===== src/design/clock_reset_power_pkg.sv =====
// Constants, types and enumerations shared by the clock, reset and power control files
package clock_reset_power_pkg;

	// Clocking and timing
	localparam int          MCLK_MHZ          = 100;
	localparam int          FLASH_ROW_MS      = 20;
	localparam int          FLASH_ROW_CYCLES  = FLASH_ROW_MS * 1000 * MCLK_MHZ;
	localparam logic [3:0]  RESET_HOLD_CYCLES = 4'h8;

	// Main oscillator settings in MHz
	localparam logic [5:0]  MAIN_RESET_MHZ = 6'h18;
	localparam logic [5:0]  MAIN_MIN_MHZ   = 6'h03;
	localparam logic [5:0]  MAIN_MAX_MHZ   = 6'h30;
	localparam logic [5:0]  MAIN_FLASH_MHZ = 6'h30;

	// Low-voltage threshold code: 1.8 V plus code times 0.1 V, up to 4.5 V
	localparam logic [4:0]  VOLT_CODE_MAX = 5'h1b;

	// Divider bank
	localparam int NUM_DIV   = 12;
	localparam int NUM_FRAC  = 2;
	localparam int NUM_PCLK  = 16;
	localparam int DIV_W     = 16;

	// Oscillator source indices
	localparam int NUM_SRC = 5;
	typedef enum logic [2:0] {
		SRC_MAIN  = 3'h0,
		SRC_SLOW  = 3'h1,
		SRC_FAST  = 3'h2,
		SRC_WATCH = 3'h3,
		SRC_EXT   = 3'h4
	} clk_src_t;

	// Power modes, Gray-coded along wait, active, sleep, deep, hibernate, stop
	typedef enum logic [2:0] {
		PM_WAIT  = 3'h0,
		PM_ACT   = 3'h1,
		PM_SLEEP = 3'h3,
		PM_DEEP  = 3'h2,
		PM_HIB   = 3'h6,
		PM_STOP  = 3'h7
	} pmode_t;

	// Reset-cause bit positions
	localparam int CAUSE_POR = 0;
	localparam int CAUSE_EXT = 1;
	localparam int CAUSE_BROWN = 2;
	localparam int CAUSE_WDT = 3;
	localparam int CAUSE_SW  = 4;
	localparam int CAUSE_W   = 5;
	localparam logic [4:0] CAUSE_RESET = 5'h01;

	// One divider's setting: divide by value plus one, optional extra half step
	typedef struct packed {
		logic             frac_en;
		logic [DIV_W-1:0] value;
	} div_cfg_t;

	// Watchdog setting
	typedef struct packed {
		logic        enable;
		logic        use_watch;
		logic [15:0] limit;
	} wdt_cfg_t;

endpackage : clock_reset_power_pkg


===== src/design/sync2.sv =====
// Two-stage synchroniser for levels entering the mclk domain
`timescale 1ns/1ns
module sync2 #(
	parameter int WIDTH = 1
) (
	input  wire logic             mclk,
	input  wire logic             rstn,
	input  wire logic [WIDTH-1:0] d,
	output logic      [WIDTH-1:0] q
);
	typedef struct packed {
		logic [WIDTH-1:0] meta;
		logic [WIDTH-1:0] stable;
	} sync_state_t;

	sync_state_t st_reg;
	sync_state_t st_next;

	// First stage feeds only the second
	always_comb begin
		st_next        = st_reg;
		st_next.meta   = d;
		st_next.stable = st_reg.meta;
	end

	always_ff @(posedge mclk or negedge rstn) begin
		if (!rstn) begin
			st_reg <= '0;
		end else begin
			st_reg <= st_next;
		end
	end

	assign q = st_reg.stable;
endmodule : sync2


===== src/design/frac_divider.sv =====
// One peripheral clock divider counting root clock edges
`timescale 1ns/1ns
module frac_divider #(
	parameter bit HAS_FRAC = 1'b0
) (
	input  wire logic                            mclk,
	input  wire logic                            rstn,
	input  wire logic                            root_tick,
	input  wire clock_reset_power_pkg::div_cfg_t cfg,
	output logic                                 div_clk
);
	typedef struct packed {
		logic [16:0] cnt;
		logic        half;
		logic        clk;
	} div_state_t;

	div_state_t  st_reg;
	div_state_t  st_next;
	logic [16:0] period;

	// Period alternates N and N+1 for an average of N plus one half
	always_comb begin
		period = {1'b0, cfg.value} + {16'h0000, HAS_FRAC & cfg.frac_en & st_reg.half};
		if (period == 17'h00000) begin
			period = 17'h00001;
		end
		st_next = st_reg;
		if (root_tick) begin
			if (st_reg.cnt >= period) begin
				st_next.cnt  = 17'h00000;
				st_next.half = ~st_reg.half;
			end else begin
				st_next.cnt = st_reg.cnt + 17'h00001;
			end
		end
		st_next.clk = (st_next.cnt <= (period >> 1));
	end

	always_ff @(posedge mclk or negedge rstn) begin
		if (!rstn) begin
			st_reg <= '0;
		end else begin
			st_reg <= st_next;
		end
	end

	assign div_clk = st_reg.clk;
endmodule : frac_divider


===== src/design/clock_reset_power_control.sv =====
// Clock source switch, divider bank, watchdog, reset gathering and power mode control
`timescale 1ns/1ns
module clock_reset_power_control #(
	parameter int FLASH_ROW_LIMIT = clock_reset_power_pkg::FLASH_ROW_CYCLES
) (
	input  wire logic                                 mclk,
	input  wire logic                                 rstn,
	input  wire logic [4:0]                           osc_in,
	input  wire clock_reset_power_pkg::clk_src_t      clk_sel,
	input  wire logic [5:0]                           main_osc_req,
	input  wire logic                                 flash_busy,
	input  wire clock_reset_power_pkg::div_cfg_t [11:0] div_cfg,
	input  wire logic [15:0][3:0]                     pclk_sel,
	input  wire logic [3:0]                           analog_sel,
	input  wire clock_reset_power_pkg::wdt_cfg_t      wdt_cfg,
	input  wire logic                                 wdt_service,
	input  wire logic                                 external_reset_pin_n,
	input  wire logic                                 sw_reset_req,
	input  wire logic                                 brownout_detector,
	input  wire logic                                 low_voltage_detector,
	input  wire logic [4:0]                           volt_threshold,
	input  wire logic                                 volt_irq_clear,
	input  wire logic                                 cause_clear,
	input  wire logic                                 supply_ready,
	input  wire clock_reset_power_pkg::pmode_t        mode_req,
	input  wire logic                                 mode_req_valid,
	input  wire logic [31:0]                          irq,
	input  wire logic [31:0]                          irq_en,
	input  wire logic                                 hib_wake,
	output logic                                      high_frequency_root_clock,
	output logic [5:0]                                main_osc_mhz,
	output logic                                      flash_overtime,
	output logic [15:0]                               periph_clk,
	output logic                                      analog_clk,
	output logic                                      radio_active_clk,
	output logic                                      radio_sleep_clk,
	output logic                                      sys_reset_n,
	output logic [4:0]                                reset_cause,
	output logic [4:0]                                volt_threshold_code,
	output logic                                      volt_irq,
	output clock_reset_power_pkg::pmode_t             power_mode,
	output logic                                      cpu_power_on
);
	typedef struct packed {
		logic [2:0]  cur_src;
		logic        switching;
		logic        root_clk;
		logic        root_prev;
		logic [5:0]  main_mhz;
		logic [31:0] flash_cnt;
		logic        flash_over;
		logic [11:0] div_d;
		logic [15:0] pclk;
		logic        aclk;
		logic        radio_act;
		logic        radio_sleep;
		logic        wdt_prev;
		logic [15:0] wdt_cnt;
		logic        int_rst;
		logic [3:0]  hold;
		logic [4:0]  cause;
		logic        ext_prev;
		logic        volt_prev;
		logic [4:0]  volt_code;
		logic        volt_irq;
		clock_reset_power_pkg::pmode_t mode;
		logic        cpu_on;
	} ctl_state_t;

	ctl_state_t  st_reg;
	ctl_state_t  st_next;
	logic [4:0]  osc_s;
	logic [3:0]  misc_s;
	logic        ext_n_s;
	logic        brown_s;
	logic        volt_s;
	logic        supply_s;
	logic [11:0] div_clk;
	logic        root_tick;
	logic        wdt_src;
	logic        wdt_expire;
	logic        wake;
	logic        chain_rstn;
	logic [2:0]  want_src;

	// Oscillator levels and pin inputs enter through synchronisers
	sync2 #(.WIDTH(5)) u_osc_sync (
		.mclk (mclk),
		.rstn (rstn),
		.d    (osc_in),
		.q    (osc_s)
	);

	sync2 #(.WIDTH(4)) u_pin_sync (
		.mclk (mclk),
		.rstn (rstn),
		.d    ({external_reset_pin_n, brownout_detector, low_voltage_detector, supply_ready}),
		.q    (misc_s)
	);

	assign ext_n_s  = misc_s[3];
	assign brown_s  = misc_s[2];
	assign volt_s   = misc_s[1];
	assign supply_s = misc_s[0];

	// Reset chain: asserts at once on any source, releases through two flops
	assign chain_rstn = rstn & external_reset_pin_n & ~st_reg.int_rst;

	sync2 #(.WIDTH(1)) u_rst_sync (
		.mclk (mclk),
		.rstn (chain_rstn),
		.d    (1'b1),
		.q    (sys_reset_n)
	);

	// Divider bank, the last ones with the half step
	assign root_tick = st_reg.root_clk & ~st_reg.root_prev;

	for (genvar i = 0; i < clock_reset_power_pkg::NUM_DIV; i++) begin : g_div
		frac_divider #(
			.HAS_FRAC (i >= clock_reset_power_pkg::NUM_DIV - clock_reset_power_pkg::NUM_FRAC)
		) u_div (
			.mclk      (mclk),
			.rstn      (rstn),
			.root_tick (root_tick),
			.cfg       (div_cfg[i]),
			.div_clk   (div_clk[i])
		);
	end

	// Watchdog source and expiry
	assign wdt_src    = wdt_cfg.use_watch ? osc_s[clock_reset_power_pkg::SRC_WATCH]
	                                      : osc_s[clock_reset_power_pkg::SRC_SLOW];
	assign wdt_expire = wdt_cfg.enable & (st_reg.wdt_cnt >= wdt_cfg.limit);
	assign wake       = |(irq & irq_en);

	// Only Deep-Sleep forces peripheral clocks onto the low-speed oscillator; hibernate and stop keep clk_sel
	always_comb begin
		want_src = clk_sel;
		if (st_reg.mode == clock_reset_power_pkg::PM_DEEP) begin
			want_src = clock_reset_power_pkg::SRC_SLOW;
		end else if (clk_sel > clock_reset_power_pkg::SRC_EXT) begin
			want_src = clock_reset_power_pkg::SRC_MAIN;
		end
	end

	// Next-state logic of the whole controller
	always_comb begin
		st_next = st_reg;

		// Glitch-free switch: hold low until both old and new sources are low
		st_next.root_prev = st_reg.root_clk;
		if (want_src != st_reg.cur_src && !st_reg.root_clk) begin
			st_next.switching = 1'b1;
		end
		if (st_reg.switching) begin
			st_next.root_clk = 1'b0;
			if (!osc_s[want_src]) begin
				st_next.cur_src   = want_src;
				st_next.switching = 1'b0;
			end
		end else if (want_src == st_reg.cur_src || st_reg.root_clk) begin
			st_next.root_clk = osc_s[st_reg.cur_src];
		end

		// Main oscillator setting, forced during flash operations
		if (flash_busy) begin
			st_next.main_mhz = clock_reset_power_pkg::MAIN_FLASH_MHZ;
		end else if (main_osc_req < clock_reset_power_pkg::MAIN_MIN_MHZ) begin
			st_next.main_mhz = clock_reset_power_pkg::MAIN_MIN_MHZ;
		end else if (main_osc_req > clock_reset_power_pkg::MAIN_MAX_MHZ) begin
			st_next.main_mhz = clock_reset_power_pkg::MAIN_MAX_MHZ;
		end else begin
			st_next.main_mhz = main_osc_req;
		end

		// Flash row time watch
		if (!flash_busy) begin
			st_next.flash_cnt  = 32'h00000000;
			st_next.flash_over = 1'b0;
		end else if (st_reg.flash_cnt >= 32'(FLASH_ROW_LIMIT)) begin
			st_next.flash_over = 1'b1;
		end else begin
			st_next.flash_cnt = st_reg.flash_cnt + 32'h00000001;
		end

		// Analog taken one stage ahead of the digital outputs
		st_next.div_d = div_clk;
		st_next.aclk  = div_clk[analog_sel[3:0]] & (analog_sel < 4'hc);
		for (int k = 0; k < clock_reset_power_pkg::NUM_PCLK; k++) begin
			st_next.pclk[k] = st_reg.div_d[pclk_sel[k]] & (pclk_sel[k] < 4'hc);
		end

		// Radio clocks
		st_next.radio_act   = osc_s[clock_reset_power_pkg::SRC_FAST];
		st_next.radio_sleep = osc_s[clock_reset_power_pkg::SRC_WATCH];

		// Watchdog counts low-speed edges in every power mode
		st_next.wdt_prev = wdt_src;
		if (st_reg.int_rst || wdt_service || !wdt_cfg.enable) begin
			st_next.wdt_cnt = 16'h0000;
		end else if (wdt_src && !st_reg.wdt_prev) begin
			st_next.wdt_cnt = st_reg.wdt_cnt + 16'h0001;
		end

		// Internal reset request held for a fixed count
		st_next.ext_prev = ext_n_s;
		if (st_reg.hold != 4'h0) begin
			st_next.hold = st_reg.hold - 4'h1;
		end else begin
			st_next.int_rst = 1'b0;
		end
		if (wdt_expire || sw_reset_req || brown_s) begin
			st_next.int_rst = 1'b1;
			st_next.hold    = clock_reset_power_pkg::RESET_HOLD_CYCLES;
		end

		// Cause record: software clear first, new causes win
		if (cause_clear) begin
			st_next.cause = 5'h00;
		end
		if (wdt_expire) begin
			st_next.cause[clock_reset_power_pkg::CAUSE_WDT] = 1'b1;
		end
		if (sw_reset_req) begin
			st_next.cause[clock_reset_power_pkg::CAUSE_SW] = 1'b1;
		end
		if (brown_s) begin
			st_next.cause[clock_reset_power_pkg::CAUSE_BROWN] = 1'b1;
		end
		if (!ext_n_s && st_reg.ext_prev) begin
			st_next.cause[clock_reset_power_pkg::CAUSE_EXT] = 1'b1;
		end

		// Low-voltage threshold and sticky interrupt
		st_next.volt_code = (volt_threshold > clock_reset_power_pkg::VOLT_CODE_MAX)
		                    ? clock_reset_power_pkg::VOLT_CODE_MAX : volt_threshold;
		st_next.volt_prev = volt_s;
		if (volt_irq_clear) begin
			st_next.volt_irq = 1'b0;
		end
		if (volt_s && !st_reg.volt_prev) begin
			st_next.volt_irq = 1'b1;
		end

		// Power mode sequencing
		case (st_reg.mode)
			clock_reset_power_pkg::PM_WAIT: begin
				if (supply_s) begin
					st_next.mode = clock_reset_power_pkg::PM_ACT;
				end
			end
			clock_reset_power_pkg::PM_ACT: begin
				if (mode_req_valid && mode_req != clock_reset_power_pkg::PM_WAIT) begin
					st_next.mode = mode_req;
				end
			end
			clock_reset_power_pkg::PM_SLEEP: begin
				if (wake) begin
					st_next.mode = clock_reset_power_pkg::PM_ACT;
				end
			end
			clock_reset_power_pkg::PM_DEEP: begin
				if (wake) begin
					st_next.mode = clock_reset_power_pkg::PM_WAIT;
				end
			end
			clock_reset_power_pkg::PM_HIB: begin
				if (hib_wake) begin
					st_next.mode = clock_reset_power_pkg::PM_WAIT;
				end
			end
			clock_reset_power_pkg::PM_STOP: begin
				st_next.mode = clock_reset_power_pkg::PM_STOP;
			end
			default: begin
				st_next.mode = clock_reset_power_pkg::PM_WAIT;
			end
		endcase
		if (st_reg.int_rst || !ext_n_s) begin
			st_next.mode = clock_reset_power_pkg::PM_WAIT;
		end
		st_next.cpu_on = (st_next.mode == clock_reset_power_pkg::PM_ACT)
		               || (st_next.mode == clock_reset_power_pkg::PM_SLEEP);
	end

	// Only power-on reset returns this state to its initial values
	always_ff @(posedge mclk or negedge rstn) begin
		if (!rstn) begin
			st_reg          <= '0;
			st_reg.main_mhz <= clock_reset_power_pkg::MAIN_RESET_MHZ;
			st_reg.cause    <= clock_reset_power_pkg::CAUSE_RESET;
			st_reg.ext_prev <= 1'b0; // Matches the synchroniser's reset level, no false edge
			st_reg.mode     <= clock_reset_power_pkg::PM_WAIT;
		end else begin
			st_reg <= st_next;
		end
	end

	// Outputs straight from the state register
	assign high_frequency_root_clock = st_reg.root_clk;
	assign main_osc_mhz              = st_reg.main_mhz;
	assign flash_overtime            = st_reg.flash_over;
	assign periph_clk                = st_reg.pclk;
	assign analog_clk                = st_reg.aclk;
	assign radio_active_clk          = st_reg.radio_act;
	assign radio_sleep_clk           = st_reg.radio_sleep;
	assign reset_cause               = st_reg.cause;
	assign volt_threshold_code       = st_reg.volt_code;
	assign volt_irq                  = st_reg.volt_irq;
	assign power_mode                = st_reg.mode;
	assign cpu_power_on              = st_reg.cpu_on;
endmodule : clock_reset_power_control


===== config.mk =====
export PLATFORM = sky130hd
export DESIGN_NAME = clock_reset_power_control
export DESIGN_NICKNAME = d
export VERILOG_FILES = /design/src/design/clock_reset_power_pkg.sv /design/src/design/sync2.sv /design/src/design/frac_divider.sv /design/src/design/clock_reset_power_control.sv
export SDC_FILE = /design/constraint.sdc
export NUM_CORES = 1
export LEC_CHECK = 0
export BUFFER_PORTS_ARGS = -buffer_cell sky130_fd_sc_hd__buf_4
export CAP_MARGIN = 5
export CORE_ASPECT_RATIO = 1.1
export CORE_MARGIN = 1
export CORE_UTILIZATION = 55
export CTS_CLUSTER_DIAMETER = 200
export DETAILED_ROUTE_END_ITERATION = 10
export PLACE_DENSITY_LB_ADDON = 0.08
export RECOVER_POWER = 50
export SETUP_SLACK_MARGIN = 0.02
export SKIP_CTS_REPAIR_TIMING = 1
export SYNTH_ARGS = -nofsm -noshare
export SYNTH_HDL_FRONTEND = slang
export SYNTH_SLANG_ARGS = --single-unit

===== constraint.sdc =====
create_clock -name mclk -period 0.8 [get_ports mclk]
set_input_delay 0.08 -clock mclk [delete_from_list [all_inputs] [get_ports mclk]]
set_output_delay 0.08 -clock mclk [all_outputs]
set_load 0.02 [all_outputs]

==> results.yml, run 1 <==
run_status:
  status: "stopped before the end"
  lastStage: "5_1_grt"
  error_line: "[ERROR GRT-0232] Routing congestion too high. Check the congestion heatmap in the GUI."
floorplan:
  fp.dieH_um: 238
  start_util_pct: 56.3
  io_pins: 432
  dieWidth_um: 216
  row_count: 85
grt:
  grt_max_degree: 30
  grt_use_total_pct: 74.9
  antenna_found_initial: 49
  overflow: 117
synth:
  synth_most_common_cell: "ha_1"
  avgSynthCellArea_um2: 9.22
  synth-seq-cells: 353
  synth_ff_type: "dfrtp_1"
  synth.distinct_cells: 82
  ys_async_sr_fraction_pct: 100
  synth_edf_count: 0
  seq_area_frac_synth_pct: 31.8
  netlist_instances: 3011
  syn_nets: 3813
  netlist_top_cells_area: "dfrtp_1 32%, ha_1 19%, mux4_2 4.2%"
  synth_top_cell_area_share_pct: 31.5
  synth_top_cell_by_area: "dfrtp_1"
  synth_area_um2: 27800
  synth_common_cells: "413 x ha_1, 350 x dfrtp_1, 276 x nor2_1"
  synth-warning-count: 0
cts:
  clockBufferDepth: 3
  cts_buffers: 43
  clkSinkCount: 353
  clock-root-buffer: "clkbuf_16"
  cts_max_level: 2
placement:
  dp_hpwl_um: 76400
  place.gp.congestion: 0.982
  io_buffers: 421
sta:
  worstEpCategory: "register input"
  postGrtWorstEndpoint: "g_div[11].u_div.div_clk$_DFF_PN0_/D"
-- kinds of logic after synthesis --
logic type	after synthesis	share of synthesized area (%)
adders and majority gates	413	18.6
DFF	353	31.8
muxes	88	5.57
xor gates and xnor gates	205	6.47
AOI/OAI and AO/OA	545	12.7
and+or+nand+nor	1063	19.7
other	1	0.0135
buffers and inverters	343	5.19
-- per-layer routing --
layer / track usage, % / overflow
met1: 72.3 / 3
met2: 93.2 / 66
met3: 60.4 / 5
met4: 73.5 / 43
met5: 38.5 / 0
-- metrics by stage --
step,worst slack [ns],cell area (um^2),instances,hold WS [ns]
floorplan,-3.61,29700,3011,-0.216
global placement,-3.95,40600,4950,-0.0616
detailed placement,-4.05,40600,4950,-0.0591
CTS,-4.10,42000,5029,-0.687
==> inputs of run 2 (changes only) <==
Settings changed: CORE_ASPECT_RATIO 1.1 to unset, CORE_UTILIZATION 55 to 40, CTS_CLUSTER_DIAMETER 200 to unset, PLACE_DENSITY_LB_ADDON 0.08 to 0.15, SETUP_SLACK_MARGIN 0.02 to unset.
==> run 2 against run 1 <==
  * The flow now finishes, with violations (hold timing, setup timing)
  * Area after synthesis stayed put
  * Synthesized cell count is the same
==> results.yml, run 2 <==
worst_setup_path:
  startpoint_type: "flop"
  crit_path_top_delay_cell: "dfrtp_1"
  critical_path_arrival_ns: 5.51
  crit_cells: 25
  r2r_cells: 25
  worstSetupPathType: "flop to flop"
  crit_fanout: 5
  crit_required_ns: 1.32
  critPathBufInv: 2
  cpPeakStageDelay_ns: 0.35
  crit_path_end_kind: "flop"
  critPathTopFamily: "compound AO/OA/AOI/OAI gates"
sta:
  min_period_ns: 5.00
  slew-limit-headroom_pct: 64.4
  setup_ws_ns: -4.20
  setup_viol: 599
  finalHoldWorstSlack_ns: -0.231
  rsz0062_at_grt: "true"
  skew_ns: 0.0190
  hold_viol: 7
  fmax_ghz: 0.200
  report.final.slew_viol_count: 0
  worstMarginPinSlew_ns: 0.535
  fin_crit_sh_pct: 625
final_layout:
  finalNetCount: 5337
  largest_reg_flops: 206
  area_delta_synth_final_pct: 66.7
  layout_commonest_cell: "buf_4"
  stdcell_count: 5502
  drive_gt1_share_pct: 46.0
  nFillCells: 5269
  layout_common_cells: "1359 x buf_4, 345 x dfrtp_1, 342 x ha_1"
  ff_latch_area_um2: 8840
  multi_input_area_um2: 20800
hold_path:
  hold_class: "input port to flop"
  whs_path_depth: 3
cts:
  cts_buffers: 46
  cts_tree: "yes"
  clkSinkCount: 353
  clkTransAtPathRegs_ns: 0.06
  clock-root-buffer: "clkbuf_16"
  cts_max_level: 2
  clockBufferDepth: 3
  clkLatencyLatePin_ns: 0.60
synth:
  netlist_instances: 3011
  synth_edf_count: 0
  synth.distinct_cells: 82
  synth_ff_type: "dfrtp_1"
  synth_area_um2: 27800
  seq_area_frac_synth_pct: 31.8
  ys_async_sr_fraction_pct: 100
  netlist_top_cells_area: "dfrtp_1 32%, ha_1 19%, mux4_2 4.2%"
  synth_top_cell_area_share_pct: 31.5
  syn_nets: 3813
  avgSynthCellArea_um2: 9.22
  synth_common_cells: "413 x ha_1, 350 x dfrtp_1, 276 x nor2_1"
  synth-seq-cells: 353
  synth_most_common_cell: "ha_1"
  synth-warning-count: 0
  synth_top_cell_by_area: "dfrtp_1"
grt:
  grt_max_degree: 39
  overflow: 0
  grt_first_pass_wirelength_um: 147000
  antenna_found_initial: 2
  grt_use_total_pct: 25.3
  grt_pass1_vias: 29800
floorplan:
  start_util_pct: 40.5
  row_count: 96
  die-area_um2: 70500
  core_area_um2: 68600
  dieWidth_um: 265
  fp.dieH_um: 265
  io_pins: 432
placement:
  dp_hpwl_um: 72800
  place.gp.congestion: 0.937
  placed_cells: 5253
  io_buffers: 421
pwr:
  irDropWorstVdd_uv: 1640
  power_leakage_nw: 22.6
  powerDensity_nw_per_um2: 2610
routing:
  drt_wl_total_um: 94800
  drt-initial-drc-count: 1242
  viasPerCell: 5.22
  postRouteAntennaNets: 0
  vias: 28700
  wl_per_cell_um: 17.2
  dr.pass1.iters: 6
  drc: 0
run_status:
  status: "complete, but fails checks"
  violations: "hold timing, setup timing"
run:
  maxCapViolations: 0
==> run 2: path summary, 6_finish.rpt <==
check,from,end,slack (ns)
max,g_div[11].u_div.st_reg[1],g_div[11].u_div.div_clk,-4.20
min,wdt_cfg[16],st_reg[38],-0.23
max reg2reg,g_div[11].u_div.st_reg[1],g_div[11].u_div.div_clk,-4.20
min reg2reg,st_reg[21],u_rst_sync.q,0.34
max in group asynchronous,rstn,power_mode[2],-0.18
min in group asynchronous,external_reset_pin_n,u_rst_sync.q,0
==> run 2: per-stage QoR <==
step / instance area [um^2] / TNS [ns] / worst slack, ns / total power, mW / util, %
5_1_grt: 46300 / -520.68 / -4.47 / 129 / 67.5
3_5_place_dp: 41200 / -472.74 / -4.12 / 88.5 / 60.1
3_3_place_gp: 41200 / -461.11 / -3.99 / 86.2 / 60.1
6_report: 46300 / -468.36 / -4.20 / 121 / 67.5
2_1_floorplan: 29700 / -357.54 / -3.61 / 60.6 / -
4_1_cts: 42800 / -465.17 / -4.15 / 112 / 62.4
==> run 2: metal layers <==
metal	track usage (%)	up-vias	share of wire, %
met3	2.79	152	3.8
met1	31.9	14000	43
met4	6.98	2	2.3
met5	0	-	0.014
li1	-	14000	-
met2	45.5	635	51
==> run 2: area by class of cell <==
cell class / count / share of cell area, %
Sequential cell: 353 / 19.1
Clock buffer: 64 / 2.81
Antenna cell: 1 / 0.00541
Tap cell: 931 / 2.52
Inverter: 236 / 1.91
Timing Repair Buffer: 1583 / 28.0
Multi-Input combinational cell: 2315 / 45.0
Clock inverter: 19 / 0.662
==> run 2: power breakdown <==
part	switching (mW)	internal, mW	total (mW)
registers	4.05	23.1	27.2
clock network	8.68	13.6	22.3
logic	33.3	38.0	71.3
==> run 2: tightest hold or removal path: stages <==
cell and delay [ns]:
buf_4 0.09, mux2i_1 0.10, inv_1 0.07
==> run 2: kinds of logic (layout without fill, tap and decap cells) <==
| group | after synthesis | count (layout) | synth area share (%) |
|---|---|---|---|
| buffers and inverters | 343 | 1902 | 5.19 |
| and+or+nand+nor | 1063 | 1063 | 19.7 |
| adders and majority gates | 413 | 413 | 18.6 |
| DFF | 353 | 353 | 31.8 |
| xor gates and xnor gates | 205 | 205 | 6.47 |
| muxes | 88 | 88 | 5.57 |
| other | 1 | 2 | 0.0135 |
| AOI/OAI and AO/OA | 545 | 545 | 12.7 |
No activity file was read; power rests on OpenSTA's default activity.
